<file path="config.mk">
export PLATFORM = sky130hd
export DESIGN_NAME = ldo_output_config_register
export DESIGN_NICKNAME = d
export VERILOG_FILES = /design/src/ldo_cfg_pkg.sv /design/src/voltage_code_decoder.sv /design/src/ldo_output_config_register.sv
export SDC_FILE = /design/constraint.sdc
export NUM_CORES = 1
export LEC_CHECK = 0
export BUFFER_PORTS_ARGS = -buffer_cell sky130_fd_sc_hd__buf_2
export CAP_MARGIN = 20
export CORE_ASPECT_RATIO = 0.75
export CORE_MARGIN = 2
export CORE_UTILIZATION = 46
export DETAILED_ROUTE_END_ITERATION = 8
export HOLD_SLACK_MARGIN = 0.06
export PLACE_DENSITY = 0.81
export REMOVE_ABC_BUFFERS = 1
export SLEW_MARGIN = 20
export SYNTH_ARGS = -nofsm -noshare
export SYNTH_HDL_FRONTEND = slang
export SYNTH_SLANG_ARGS = --single-unit
</file>
<file path="constraint.sdc">
create_clock -name SYS_CLK -period 3.74 [get_ports SYS_CLK]
set_clock_uncertainty 0.15 [all_clocks]
set_input_delay 0.374 -clock SYS_CLK [delete_from_list [all_inputs] [get_ports SYS_CLK]]
set_output_delay 0.374 -clock SYS_CLK [all_outputs]
set_load 0.1 [all_outputs]
</file>
<file path="src/ldo_cfg_pkg.sv">
// constants, types and helpers shared by the regulator output configuration register
package ldo_cfg_pkg;

    ////////////////////////////////////////////////////////////////////////////////
    // register map: the printed offset is an index, byte address is four times it
    localparam logic [31:0] REG_IDX_OUTPUT_SETTING  = 32'h0000_0006;
    localparam logic [31:0] REG_ADDR_OUTPUT_SETTING = REG_IDX_OUTPUT_SETTING << 2;

    // field layout of the 8-bit register
    localparam int          MODE_BIT_POS   = 7;
    localparam int          RSVD_BIT_POS   = 6;
    localparam int          VCODE_LSB      = 0;
    localparam int          VCODE_W        = 6;
    localparam int          REG_W          = 8;

    // mode encodings
    localparam logic        MODE_REGULATE  = 1'h0;
    localparam logic        MODE_SWITCH    = 1'h1;

    // value held before the programmed defaults are loaded
    localparam logic [5:0]  VCODE_RESET    = 6'h00;
    localparam logic        MODE_RESET     = MODE_REGULATE;

    ////////////////////////////////////////////////////////////////////////////////
    // voltage decode, voltage levels in millivolts, floor and ceiling thresholds as codes
    localparam int          MV_W           = 12;
    localparam logic [11:0] MV_FLOOR       = 12'h258;
    localparam logic [11:0] MV_STEP        = 12'h032;
    localparam logic [11:0] MV_MAX         = 12'hCE4;
    localparam logic [5:0]  VCODE_FLOOR    = 6'h02;
    localparam logic [5:0]  VCODE_CEIL     = 6'h38;

    ////////////////////////////////////////////////////////////////////////////////
    // bus encodings
    localparam logic [1:0]  HTRANS_NONSEQ  = 2'h2;
    localparam logic        HRESP_OKAY     = 1'h0;
    localparam logic [31:0] RDATA_UNMAPPED = 32'h0000_0000;

    // default number of synchroniser stages on the programmed-default inputs
    localparam int          SYNC_STAGES_DEF = 2;

    ////////////////////////////////////////////////////////////////////////////////
    typedef struct packed {
        logic       regulate_or_switch_select;
        logic [5:0] output_voltage_code;
    } cfg_t;

    localparam cfg_t CFG_RESET = '{regulate_or_switch_select: MODE_RESET,
                                   output_voltage_code:       VCODE_RESET};

    typedef enum logic [1:0] {
        ST_FILL = 2'h0,
        ST_LOAD = 2'h1,
        ST_RUN  = 2'h3
    } load_state_t;

    // packs the configuration into the read-back word, reserved bit reads zero
    function automatic logic [31:0] cfg_to_word(input cfg_t c);
        logic [31:0] w;
        w = 32'h0000_0000;
        w[MODE_BIT_POS] = c.regulate_or_switch_select;
        w[RSVD_BIT_POS] = 1'b0;
        w[VCODE_LSB +: VCODE_W] = c.output_voltage_code;
        return w;
    endfunction

    // unpacks a written word, reserved bit ignored
    function automatic cfg_t word_to_cfg(input logic [31:0] w);
        cfg_t c;
        c.regulate_or_switch_select = w[MODE_BIT_POS];
        c.output_voltage_code       = w[VCODE_LSB +: VCODE_W];
        return c;
    endfunction

    // address decode for the single mapped word
    function automatic logic is_reg_hit(input logic [31:0] addr);
        return addr == REG_ADDR_OUTPUT_SETTING;
    endfunction

endpackage

</file>
<file path="src/voltage_code_decoder.sv">
// decodes the 6-bit output voltage code into a millivolt target
`timescale 1ns/1ps
module voltage_code_decoder
    import ldo_cfg_pkg::*;
(
    input  wire logic [5:0]  code,
    output logic      [11:0] target_mv
);

    logic [5:0] steps;

    always_comb begin
        steps = 6'h00;
        if (code >= VCODE_CEIL) begin
            target_mv = MV_MAX;
        end else if (code <= VCODE_FLOOR) begin
            target_mv = MV_FLOOR;
        end else begin
            steps     = code - VCODE_FLOOR;
            target_mv = 12'(MV_FLOOR + MV_STEP * {6'h00, steps});
        end
    end

endmodule

</file>
<file path="src/ldo_output_config_register.sv">
// output configuration register of the second linear regulator, AHB-Lite slave
//
// Decided for this implementation: the AHB-Lite slave port.
`timescale 1ns/1ps
module ldo_output_config_register
    import ldo_cfg_pkg::*;
#(
    parameter int SYNC_STAGES = SYNC_STAGES_DEF
)(
    input  wire logic        SYS_CLK,
    input  wire logic        RST_B,

    input  wire logic        HSEL,
    input  wire logic [31:0] HADDR,
    input  wire logic [1:0]  HTRANS,
    input  wire logic        HWRITE,
    input  wire logic [2:0]  HSIZE,
    input  wire logic [31:0] HWDATA,
    input  wire logic        HREADY,
    output logic      [31:0] HRDATA,
    output logic             HREADYOUT,
    output logic             HRESP,

    input  wire logic        NVM_MODE_DEFAULT,
    input  wire logic [5:0]  NVM_VCODE_DEFAULT,

    output logic             LOAD_SWITCH_OPERATION,
    output logic      [5:0]  OUTPUT_VOLTAGE_CODE,
    output logic      [11:0] TARGET_MV,
    output logic             CFG_LOADED
);

    ////////////////////////////////////////////////////////////////////////////////
    // elaboration checks

    localparam int FILL_W = $clog2(SYNC_STAGES + 1);
    localparam logic [FILL_W-1:0] FILL_LAST = FILL_W'(SYNC_STAGES - 1);

    if (SYNC_STAGES < 2) begin : g_bad_sync
        $error("SYNC_STAGES must be at least 2");
    end

    ////////////////////////////////////////////////////////////////////////////////
    // state

    cfg_t [SYNC_STAGES-1:0] nvm_sync_q;
    cfg_t [SYNC_STAGES-1:0] nvm_sync_d;
    load_state_t            state_q;
    load_state_t            state_d;
    logic [FILL_W-1:0]      fill_q;
    logic [FILL_W-1:0]      fill_d;
    cfg_t                   cfg_q;
    cfg_t                   cfg_d;
    logic                   wr_pend_q;
    logic                   wr_pend_d;
    logic [31:0]            rdata_q;
    logic [31:0]            rdata_d;
    logic [11:0]            mv_q;
    logic [11:0]            mv_d;

    cfg_t                   nvm_pin;
    logic                   take;
    logic                   hit;
    logic [11:0]            dec_mv;

    ////////////////////////////////////////////////////////////////////////////////
    // bus address phase qualification

    assign nvm_pin.regulate_or_switch_select = NVM_MODE_DEFAULT;
    assign nvm_pin.output_voltage_code       = NVM_VCODE_DEFAULT;

    // bus ignores sizes: the only mapped word has all its bits in byte lane 0
    assign take = HSEL && (HTRANS == HTRANS_NONSEQ || HTRANS == 2'h3) && HREADY;
    assign hit  = is_reg_hit(HADDR);

    ////////////////////////////////////////////////////////////////////////////////
    // voltage decode

    voltage_code_decoder u_decoder (
        .code      (cfg_q.output_voltage_code),
        .target_mv (dec_mv)
    );

    ////////////////////////////////////////////////////////////////////////////////
    // programmed-default synchroniser

    always_comb begin
        nvm_sync_d = {nvm_sync_q[SYNC_STAGES-2:0], nvm_pin};
    end

    always_ff @(posedge SYS_CLK or negedge RST_B) begin
        if (!RST_B) begin
            nvm_sync_q <= '0;
        end else begin
            nvm_sync_q <= nvm_sync_d;
        end
    end

    ////////////////////////////////////////////////////////////////////////////////
    // load sequencer

    always_comb begin
        state_d = state_q;
        fill_d  = fill_q;

        case (state_q)
            ST_FILL: begin
                // defaults are only trusted once every synchroniser stage has refilled
                if (fill_q == FILL_LAST) begin
                    state_d = ST_LOAD;
                end else begin
                    fill_d = fill_q + FILL_W'(1);
                end
            end
            ST_LOAD: begin
                state_d = ST_RUN;
            end
            ST_RUN: begin
                state_d = ST_RUN;
            end
            default: begin
                // an illegal code falls back to a full reload rather than locking the bus
                state_d = ST_FILL;
                fill_d  = '0;
            end
        endcase
    end

    always_ff @(posedge SYS_CLK or negedge RST_B) begin
        if (!RST_B) begin
            state_q <= ST_FILL;
            fill_q  <= '0;
        end else begin
            state_q <= state_d;
            fill_q  <= fill_d;
        end
    end

    ////////////////////////////////////////////////////////////////////////////////
    // configuration register

    always_comb begin
        cfg_d = cfg_q;

        case (state_q)
            ST_LOAD: begin
                cfg_d = nvm_sync_q[SYNC_STAGES-1];
            end
            ST_RUN: begin
                if (wr_pend_q) begin
                    cfg_d = word_to_cfg(HWDATA);
                end
            end
            default: begin
                cfg_d = cfg_q;
            end
        endcase
    end

    always_ff @(posedge SYS_CLK or negedge RST_B) begin
        if (!RST_B) begin
            cfg_q <= CFG_RESET;
        end else begin
            cfg_q <= cfg_d;
        end
    end

    ////////////////////////////////////////////////////////////////////////////////
    // bus data phase

    always_comb begin
        wr_pend_d = 1'b0;
        rdata_d   = rdata_q;

        if (take) begin
            wr_pend_d = HWRITE && hit;
            if (!HWRITE) begin
                // read of a word written in the previous data phase sees the new value
                rdata_d = hit ? cfg_to_word(cfg_d) : RDATA_UNMAPPED;
            end
        end
    end

    always_ff @(posedge SYS_CLK or negedge RST_B) begin
        if (!RST_B) begin
            wr_pend_q <= 1'b0;
            rdata_q   <= RDATA_UNMAPPED;
        end else begin
            wr_pend_q <= wr_pend_d;
            rdata_q   <= rdata_d;
        end
    end

    ////////////////////////////////////////////////////////////////////////////////
    // decoded target, registered so the analog side never sees decode glitches

    always_comb begin
        mv_d = dec_mv;
    end

    always_ff @(posedge SYS_CLK or negedge RST_B) begin
        if (!RST_B) begin
            mv_q <= MV_FLOOR;
        end else begin
            mv_q <= mv_d;
        end
    end

    ////////////////////////////////////////////////////////////////////////////////
    // outputs

    // stalling until the defaults land keeps an early write from being overwritten
    assign HREADYOUT             = (state_q == ST_RUN);
    assign HRESP                 = HRESP_OKAY;
    assign HRDATA                = rdata_q;
    assign LOAD_SWITCH_OPERATION = cfg_q.regulate_or_switch_select;
    assign OUTPUT_VOLTAGE_CODE   = cfg_q.output_voltage_code;
    assign TARGET_MV             = mv_q;
    assign CFG_LOADED            = (state_q == ST_RUN);

endmodule

</file>
==> results of run 1 <==
## layout by cell type, fill, tap and decap left out, types with 7 or more instances in the layout
| cell | instances |
|---|---|
| a21oi_1 | 9 |
| and2_1 | 8 |
| buf_2 | 78 |
| conb_1 | 27 |
| dfrtp_1 | 40 |
| dlygate4sd3_1 | 7 |
| ha_1 | 23 |
| inv_1 | 13 |
| nand2_1 | 11 |
| nor2_1 | 25 |
| nor4_1 | 7 |
| o22ai_1 | 8 |
| o41ai_2 | 7 |
| xnor2_1 | 8 |
| xor2_1 | 8 |
## layout make-up
class | count | area (um^2)
clock buffers | 5 | 68.8
well taps | 78 | 97.6
clock inverters | 3 | 21.3
flip-flops and latches | 44 | 1110
multi-input cells | 188 | 1350
fillers | 501 | 2520
repair buffers | 89 | 490
inverters | 15 | 56.3
## per-layer routing
layer / GRT usage [%] / vias to the layer above / wire length (um)
li1: - / 1002 / -
met1: 21.9 / 943 / 2280
met2: 30.6 / 92 / 2680
met3: 4.96 / 0 / 425
met4: 1.49 / 0 / 0
met5: 0 / - / 0
## path summary, 6_finish.rpt
check | from | endpoint | slack (ns)
max in group asynchronous | RST_B | LOAD_SWITCH_OPERATION$_DFF_PN0_ | 2.79
setup / recovery | OUTPUT_VOLTAGE_CODE[1]$_DFF_PN0_ | TARGET_MV[11]$_DFF_PN0_ | 0.28
hold reg to reg | nvm_sync_d[9]$_DFF_PN0_ | nvm_sync_q[9]$_DFF_PN0_ | 0.21
hold / removal | RST_B | TARGET_MV[7]$_DFF_PN0_ | 0.07
setup reg to reg | OUTPUT_VOLTAGE_CODE[1]$_DFF_PN0_ | TARGET_MV[11]$_DFF_PN0_ | 0.28
min in group SYS_CLK | HTRANS[1] | wr_pend_q$_DFF_PN0_ | 0.19
## power by group through the flow
stage	clock [mW]	sequential (mW)	combinational (mW)
final	0.296	0.558	0.926
after global routing	0.327	0.562	0.987
after CTS	0.301	0.559	0.928
after detailed placement	0	0.568	0.920
after global placement	0	0.566	0.900
after floorplan	0	0.919	0.421
## worst reg2reg max path, delay by kind of cell, from the launching register on
| family | cells | cell delay, ns |
|---|---|---|
| AOI/OAI and AO/OA | 4 | 0.68 |
| xor gates and xnor gates | 2 | 0.33 |
| adders and majority gates | 5 | 1.42 |
| buffers and inverters | 1 | 0.12 |
| DFF | 1 | 0.38 |
| and+or+nand+nor | 1 | 0.25 |
## state kept, by name, summed over array words and instances (netlist names)
name,count
TARGET_MV,11
HRDATA,7
nvm_sync_d,7
nvm_sync_q,7
OUTPUT_VOLTAGE_CODE,6
fill_q,2
state_q,2
LOAD_SWITCH_OPERATION,1
wr_pend_q,1
## cell families (layout without fill, tap and decap cells)
group / Yosys count / in the layout / synth area share (%)
buffers and inverters: 51 / 112 / 12.1
XOR/XNOR: 16 / 16 / 5.23
adder cells (fa/ha/maj): 25 / 25 / 12.0
AO/OA/AOI/OAI: 44 / 44 / 13.0
flip-flops: 44 / 44 / 41.3
multiplexers: 1 / 1 / 0.560
AND/OR/NAND/NOR: 75 / 75 / 15.6
other: 1 / 27 / 0.140
## through the flow
| step | std cells | power, mW | util (%) | instance area, um^2 |
|---|---|---|---|---|
| final | 422 | 1.78 | 55.9 | 3190 |
| after floorplan | 247 | 1.34 | - | 2510 |
| after global routing | 422 | 1.88 | 55.9 | 3190 |
| after detailed placement | 407 | 1.49 | 53.0 | 3030 |
| after global placement | 407 | 1.47 | 53.0 | 3030 |
| after CTS | 422 | 1.79 | 55.8 | 3190 |
## what timing repair did
item,in CTS,in global routing
hold buffers,7,0
endpoints found under the hold margin,7,0
gates resized for setup,0,1
endpoints found under the setup margin,0,1
==> summary.md, run 1 <==
| Metric | Value |
|---|---|
| Overflow after GRT | `0` |
| Critical Path Max Stage Delay | `0.38 ns` |
| Sequential power share | `31.4%` |
| Top cells by count, synth | `dfrtp_1, buf_4, nor2_1` |
| Net Sw Frac | `49.5%` |
| Gate Count Post-Synth | `257` |
| Initial antenna violation count | `0` |
| Actual slew at the worst max-slew pin | `0.930 ns` |
| Avg Inst Size Synth | `10.4 um^2` |
| RSZ-0062 raised after global routing | `false` |
| Top-area cell type share of the netlist area | `37.4%` |
| Clock Latency Late Sink | `0.29 ns` |
| Power per cell area | `558 nW/um^2` |
| Main area contributors after synthesis | `dfrtp_1, ha_1, buf_4` |
| Hold WS | `0.0688 ns` |
| CTS max path bufs | `2` |
| Die W | `92.1 um` |
| Layout Nets | `449` |
| Placement Rows | `24` |
| Vias/cell | `4.83` |
| Most common cell in the netlist | `dfrtp_1` |
| # diodes | `0` |
| Avg WL per Cell | `12.8 um` |
| Combinational fraction of design power | `52.0%` |
| Post-synth top area cell | `dfrtp_1` |
| Period minus WS final | `3.46 ns` |
| IO Port Bufs | `78` |
| YS warnings | `0` |
| Critical-path cell list | `inv_1 > ha_2 > xor2_1 > ha_1 > ha_1 > ha_1 > ha_1 > a211oi_4 > o21ba_1 > and4bb_1 > o21ai_2 > xnor2_1 > o21ai_1` |
| I/O Pins | `135` |
| Part of the Yosys area used for sequential elements | `41.3%` |
| EDFF count, synth | `0` |
| Critical path's slowest cell | `dfrtp_1` |
| Worst endpoint required time | `3.75 ns` |
| Final setup viols | `0` |
| Yosys reg bits | `44` |
| Die area | `6460 um^2` |
| Post-synth cell types | `48` |
| Crit end category | `flop` |
| Drt pass-1 iters | `4` |
| Num Clock Sinks | `44` |
| Placement Setup Slack | `0.242 ns` |
| WP depth | `13` |
| CTS tree | `done` |
| CTS Buf Count | `5` |
| GRT Util Overall | `17.2%` |
| Via count | `2,037` |
| Setup TNS | `0 ns` |
| H-Tree Depth | `2` |
| Initial core utilization | `47.0%` |
| Startpoint types | `flop` |
| Final hold viol count | `0` |
| Initial DRC Count | `66` |
| CTS root buf | `clkbuf_8` |
| CP Class | `reg -> reg` |
| Largest net degree at the start of global routing | `45` |
| HP Class | `in -> async` |
| CP Data Arrival Time | `3.47 ns` |
| Max Cap Viol | `0` |
| Setup slack after layout | `0.276 ns` |
| Int Power | `0.899 mW` |
| DRC violations left | `0` |
| Max FO, Critical Path | `5` |
| Die Y | `70.1 um` |
| Layout area overhead | `19.0%` |
| Clk slew on worst S/H paths | `0.08 ns` |
| NetSw | `0.881 mW` |
| Routed wire length | `5390 um` |
| Worst slew margin | `38.0%` |
| CP Buf/Inv Count | `1` |
| Max VDD drop | `239 uV` |
| Static Leak | `1.62 nW` |
| Half-perimeter wire length after placement | `4300 um` |
| Core ar. | `5710 um^2` |
| First-pass GRT wire length | `8860 um` |
| R2R depth | `13` |
| FMAX | `289 MHz` |
| Status | `finished clean` |
| Share of cells above drive strength 1 | `32.8%` |
| Max-slew violation count | `0` |
| Clock power frac | `16.6%` |
| Post-DRT Antenna Nets | `0` |
| Final period util | `92.6%` |
| # Post-CTS Setup Buffers | `0` |
| Ys async rst share | `100%` |
| Vias in the first global route | `1,993` |
| Main synth FF type | `dfrtp_1` |
| Most frequent CP cell | `ha_1` |
| Top Family by Delay on Critical Path | `adder cells` |
| Synth Cell Area | `2680 um^2` |
| GPL Wtd Cong | `0.815` |
Power figures use the tool's default switching activity.
==> run 2: changes to the inputs <==
- CELL_PAD_IN_SITES_DETAIL_PLACEMENT: default -> 1
- CELL_PAD_IN_SITES_GLOBAL_PLACEMENT: default -> 1
- CORE_UTILIZATION: 46 -> 34
- PLACE_DENSITY: 0.81 -> default
- PLACE_DENSITY_LB_ADDON: default -> 0.1
==> run 2 against run 1 <==
Against the previous run: sequential share of layout area decreased by 0.76 points; critical path depth is the same; die area increased by 33%; maximum frequency increased by 2.2%; flip-flop and latch count unchanged; setup slack better by 0.075 ns; combinational power grew 1%; cell count grew 5.5%; clock power grew 21%; critical path type unchanged.
==> summary.md, run 2 (synthesized netlist as in run 1, its figures left out) <==
| Metric | Value |
|---|---|
| Status | `finished clean` |
| Final Cell Area | `3260 um^2 (+2.4%)` |
| Initial core utilization | `35.7% (-11 points)` |
| Overflow after GRT | `0 (unchanged)` |
| Drt pass-1 iters | `4 (unchanged)` |
| Power per cell area | `568 nW/um^2 (+1.8%)` |
| Total power | `1.85 mW (+4.2%)` |
| Core ar. | `7500 um^2 (+31%)` |
| Placed Area | `3050 um^2 (+0.95%)` |
| Crit end category | `flop` |
| Largest net degree at the start of global routing | `45 (unchanged)` |
| First-pass GRT wire length | `9940 um (+12%)` |
| Max-slew violation count | `0 (unchanged)` |
| CTS Buf Count | `5 (unchanged)` |
| Avg WL per Cell | `13.6 um (+7.0%)` |
| GPL Wtd Cong | `0.703 (-14%)` |
| CTS tree | `done` |
| Half-perimeter wire length after placement | `4870 um (+13%)` |
| Max VDD drop | `522 uV (+120%)` |
| CTS max path bufs | `2 (unchanged)` |
| RSZ-0062 raised after global routing | `false` |
| Initial antenna violation count | `0 (unchanged)` |
| Die W | `106 um (+16%)` |
| Max FO, Critical Path | `5 (unchanged)` |
| Hold WS | `0.0815 ns (+0.0127 ns)` |
| Routed wire length | `6070 um (+13%)` |
| Final hold viol count | `0 (unchanged)` |
| Period minus WS final | `3.39 ns (-0.0751 ns)` |
| Final setup viols | `0 (unchanged)` |
| CTS root buf | `clkbuf_8` |
| CP Class | `reg -> reg` |
| Layout Nets | `449 (unchanged)` |
| Startpoint types | `flop` |
| Clock Latency Late Sink | `0.30 ns (about the same)` |
| Final period util | `90.6% (-2.0 points)` |
| Die area | `8610 um^2 (+33%)` |
| IO Port Bufs | `78 (unchanged)` |
| CP Data Arrival Time | `3.41 ns (-0.06 ns)` |
| Worst endpoint required time | `3.76 ns (about the same)` |
| Worst slew margin | `34.7% (-3.3 points)` |
| Setup slack after layout | `0.351 ns (+0.0751 ns)` |
| DRC violations left | `0 (unchanged)` |
| Max Cap Viol | `0 (unchanged)` |
| Num Clock Sinks | `44 (unchanged)` |
| H-Tree Depth | `2 (unchanged)` |
| FMAX | `295 MHz (+2.2%)` |
| Share of cells above drive strength 1 | `34.0% (+1.2 points)` |
| Placement Setup Slack | `0.207 ns (-0.0343 ns)` |
| Commonest non-fill, non-tap cell in the layout | `buf_2` |
| Most frequent cells in the layout | `buf_2, dfrtp_1, conb_1, nor2_1, ha_1` |
| Static Leak | `1.64 nW (+1.2%)` |
| GRT Util Overall | `14.8% (-2.5 points)` |
| Vias/cell | `4.62 (-4.2%)` |
| Final Non-Filler Cells | `445 (+5.5%)` |
| Clk slew on worst S/H paths | `0.08 ns (about the same)` |
| HP Class | `in -> async` |
| Placement Rows | `27 (+13%)` |
| Post-DRT Antenna Nets | `0 (unchanged)` |
| # diodes | `0 (unchanged)` |
| Via count | `2,058 (+1.0%)` |
| I/O Pins | `135 (unchanged)` |
| Max FFs per register | `11 (unchanged)` |
| Initial DRC Count | `37 (-44%)` |
| Die Y | `80.9 um (+15%)` |
| Actual slew at the worst max-slew pin | `0.979 ns (+0.0489 ns)` |
| Dpl cells | `430 (+5.7%)` |
| Layout area overhead | `21.8%` |
| Vias in the first global route | `2,128 (+6.8%)` |
-- run 2: worst max-delay path, stage by stage (launching register included) --
cell and delay, ns:
dfrtp_1 0.40, inv_2 0.11, ha_4 0.18, xor2_1 0.23, ha_1 0.27, ha_1 0.29, ha_1 0.30, ha_1 0.27
a211oi_4 0.29, o21ba_1 0.19, and4bb_1 0.24, o21ai_2 0.14, xnor2_1 0.14, o21ai_1 0.07
-- run 2: through the flow --
stage	util, %	setup TNS (ns)
global route	43.5	0
detailed placement	40.7	0
CTS	43.1	0
finish	43.5	0
global placement	40.7	0
floorplan	-	-1.36
-- run 2: path summary, 6_finish.rpt --
check	from	cells after the start	slack [ns]	end
setup / recovery	OUTPUT_VOLTAGE_CODE[1]$_DFF_PN0_	13	0.35	TARGET_MV[11]$_DFF_PN0_
hold / removal	RST_B	1	0.08	fill_q[0]$_DFFE_PN0P_
setup reg to reg	OUTPUT_VOLTAGE_CODE[1]$_DFF_PN0_	13	0.35	TARGET_MV[11]$_DFF_PN0_
hold reg to reg	nvm_sync_d[8]$_DFF_PN0_	0	0.20	nvm_sync_q[8]$_DFF_PN0_
max in group asynchronous	RST_B	1	2.69	OUTPUT_VOLTAGE_CODE[3]$_DFF_PN0_
min in group SYS_CLK	HTRANS[1]	3	0.17	wr_pend_q$_DFF_PN0_
-- run 2: cell type report --
| cell class | instances | area (um^2) |
|---|---|---|
| clock inverter | 2 | 35.0 |
| tap | 101 | 126 |
| timing repair buffer | 89 | 490 |
| multi-input combinational | 188 | 1380 |
| fill | 915 | 4240 |
| clock buffer | 6 | 72.6 |
| sequential | 44 | 1110 |
| inverter | 15 | 56.3 |
-- run 2: what timing repair did --
| item | in CTS | in global routing |
|---|---|---|
| hold buffers | 7 | 0 |
| hold endpoints to repair | 7 | 0 |
| gates resized for setup | 0 | 7 |
| setup endpoints to repair | 0 | 2 |
| setup buffers | 0 | 0 |
-- run 2: metal layers --
metal	GRT usage (%)	vias to the layer above	wire [um]
met2	23.9	83	2730
met5	0	-	0
met3	4.09	5	483
met1	20.0	967	2820
met4	3.12	0	40
li1	-	1003	-
-- run 2: report_power, final --
| part | switching [mW] | internal (mW) | total (mW) | leakage [nW] |
|---|---|---|---|---|
| Sequential | 0.0178 | 0.542 | 0.559 | 0.519 |
| Combinational | 0.708 | 0.228 | 0.936 | 1.06 |
| Clock | 0.160 | 0.198 | 0.358 | 0.0552 |
==> run 3: changes to the inputs <==
- PLACE_DENSITY_LB_ADDON: 0.1 -> 0.3
- clock period: 3.74 -> 3.8 ns (I/O delays scaled with it)
==> run 3 against run 2 <==
Against the previous run: worst hold slack gained 0.011 ns; design area down 1.6%; combinational power decreased by 2.4%; maximum frequency down 4.0%; critical endpoint unchanged; highest routed layer is now met3.
==> summary.md, run 3 (synthesized netlist as in run 1, its figures left out) <==
| Metric | Value |
|---|---|
| Vias in the first global route | `2,146 (+0.85%)` |
| Most frequent cells in the layout | `buf_2, dfrtp_1, conb_1, nor2_1, ha_1` |
| Final period util | `92.9% (+2.3 points)` |
| Initial core utilization | `35.7% (unchanged)` |
| Sequential power share | `31.4% (+1.2 points)` |
| Worst endpoint required time | `3.80 ns (+0.04 ns)` |
| Hold WS | `0.0923 ns (+0.0108 ns)` |
| Largest net degree at the start of global routing | `45 (unchanged)` |
| # diodes | `0 (unchanged)` |
| Die area | `8610 um^2 (unchanged)` |
| FILL cells | `902 (-1.4%)` |
| Vias/cell | `4.61 (-0.38%)` |
| Overflow after GRT | `0 (unchanged)` |
| Die W | `106 um (unchanged)` |
| Max VDD drop | `512 uV (-2.0%)` |
| Actual slew at the worst max-slew pin | `0.956 ns (-0.0233 ns)` |
| IO Port Bufs | `78 (unchanged)` |
| Die Y | `80.9 um (unchanged)` |
| Routed wire length | `6060 um (-0.31%)` |
| Num Clock Sinks | `44 (unchanged)` |
| Commonest non-fill, non-tap cell in the layout | `buf_2` |
| Max Cap Viol | `0 (unchanged)` |
| Net Sw Frac | `49.0% (+1.3 points)` |
| GRT Util Overall | `15.0% (+0.25 points)` |
| CTS max path bufs | `2 (unchanged)` |
| Layout area overhead | `19.9%` |
| H-Tree Depth | `2 (unchanged)` |
| Clk slew on worst S/H paths | `0.08 ns (about the same)` |
| CP Data Arrival Time | `3.54 ns (+0.13 ns)` |
| Final setup viols | `0 (unchanged)` |
| CTS root buf | `clkbuf_8` |
| Placement Rows | `27 (unchanged)` |
| Clock power frac | `16.7% (-2.6 points)` |
| Worst slew margin | `36.3% (+1.6 points)` |
| CTS Buf Count | `5 (unchanged)` |
| Drt pass-1 iters | `4 (unchanged)` |
| Static Leak | `1.62 nW (-0.98%)` |
| Max-slew violation count | `0 (unchanged)` |
| Max FFs per register | `11 (unchanged)` |
| Via count | `2,041 (-0.83%)` |
| Share of cells above drive strength 1 | `32.7% (-1.3 points)` |
| Int Power | `0.897 mW (-7.3%)` |
| R2R depth | `13 (unchanged)` |
| Setup TNS | `0 ns (unchanged)` |
| Initial DRC Count | `15 (-59%)` |
| Layout Nets | `447 (-0.45%)` |
| FMAX | `283 MHz (-4.0%)` |
| NetSw | `0.863 mW (-2.5%)` |
| I/O Pins | `135 (unchanged)` |
| Final hold viol count | `0 (unchanged)` |
| Avg WL per Cell | `13.7 um (+0.14%)` |
| CTS tree | `done` |
| Clock Latency Late Sink | `0.29 ns (about the same)` |
| Core ar. | `7500 um^2 (unchanged)` |
| Max FO, Critical Path | `4 (-1)` |
| Power per cell area | `548 nW/um^2 (-3.5%)` |
| CP Class | `reg -> reg` |
| GPL Wtd Cong | `0.702 (-0.14%)` |
| DRC violations left | `0 (unchanged)` |
| Startpoint types | `flop` |
| Status | `finished clean` |
| Period minus WS final | `3.53 ns (+0.142 ns)` |
| # Post-CTS Setup Buffers | `0 (unchanged)` |
| Crit end category | `flop` |
| RSZ-0062 raised after global routing | `false` |
| Post-DRT Antenna Nets | `0 (unchanged)` |
| Combinational fraction of design power | `51.9% (+1.4 points)` |
| First-pass GRT wire length | `10,200 um (+2.2%)` |
| Initial antenna violation count | `0 (unchanged)` |
| Half-perimeter wire length after placement | `5010 um (+3.0%)` |
| HP Class | `in -> async` |
-- run 3: cell count changes in the layout (fill, tap and decap cells not counted), sizes merged --
cell,change
buf,-2
bufinv,-1
clkinv,+1
-- run 3: worst paths after layout --
check                                      endpoint  slack (ns)                              from
setup reg to reg            TARGET_MV[11]$_DFF_PN0_        0.27  OUTPUT_VOLTAGE_CODE[2]$_DFF_PN0_
setup / recovery            TARGET_MV[11]$_DFF_PN0_        0.27  OUTPUT_VOLTAGE_CODE[2]$_DFF_PN0_
hold / removal                fill_q[0]$_DFFE_PN0P_        0.09                             RST_B
max in group asynchronous   nvm_sync_q[7]$_DFF_PN0_        2.82                             RST_B
min in group SYS_CLK            wr_pend_q$_DFF_PN0_        0.19                         HTRANS[1]
hold reg to reg            nvm_sync_q[13]$_DFF_PN0_        0.20          nvm_sync_d[13]$_DFF_PN0_
-- run 3: layout make-up --
class	count	area, um^2	share of cell area, %
inverter	15	56.3	1.75
clock inverter	2	10.0	0.312
multi-input combinational	188	1360	42.2
clock buffer	6	82.6	2.57
tap	101	126	3.93
sequential	44	1110	34.4
timing repair buffer	87	475	14.8
-- run 3: per-layer routing --
metal  track usage [%]  vias to the layer above  routed length [um]
met2              25.1                       79                2900
met5                 0                        -                   0
met4              1.56                        0                   0
met3              4.74                        0                 502
met1              20.0                      970                2650
li1                  -                      992                   -
-- run 3: power by group through the flow --
stage | Sequential, mW | Clock [mW] | Combinational (mW)
final | 0.552 | 0.294 | 0.914
after global routing | 0.558 | 0.329 | 0.983
after global placement | 0.561 | 0 | 0.898
after CTS | 0.553 | 0.307 | 0.920
after floorplan | 0.904 | 0 | 0.414
after detailed placement | 0.563 | 0 | 0.911
-- run 3: stage by stage --
step	cell area [um^2]	setup slack (ns)	power, mW	utilization, %	cells
detailed placement	3040	0.253	1.47	40.5	428
global placement	3040	0.291	1.46	40.5	428
finish	3210	0.269	1.76	42.8	443
global route	3210	0.00772	1.87	42.8	443
floorplan	2510	-0.378	1.32	-	247
CTS	3200	0.208	1.78	42.7	443
-- run 3: what timing repair did --
action                                  CTS  global route
hold endpoints to repair                  7             0
resized for setup                         0             2
hold buffers                              7             0
endpoints found under the setup margin    0             2
-- run 3: critical path, cell delays in order, from the launching register on --
cell and delay, ns:
dfrtp_1 0.46, inv_1 0.11, ha_2 0.38, xor2_1 0.17, ha_1 0.25, ha_1 0.32
inv_1 0.07, fa_1 0.45, nand2b_1 0.18, a21oi_1 0.19, xor2_1 0.32, o21ai_2 0.12
xnor2_1 0.15, o21ai_1 0.07
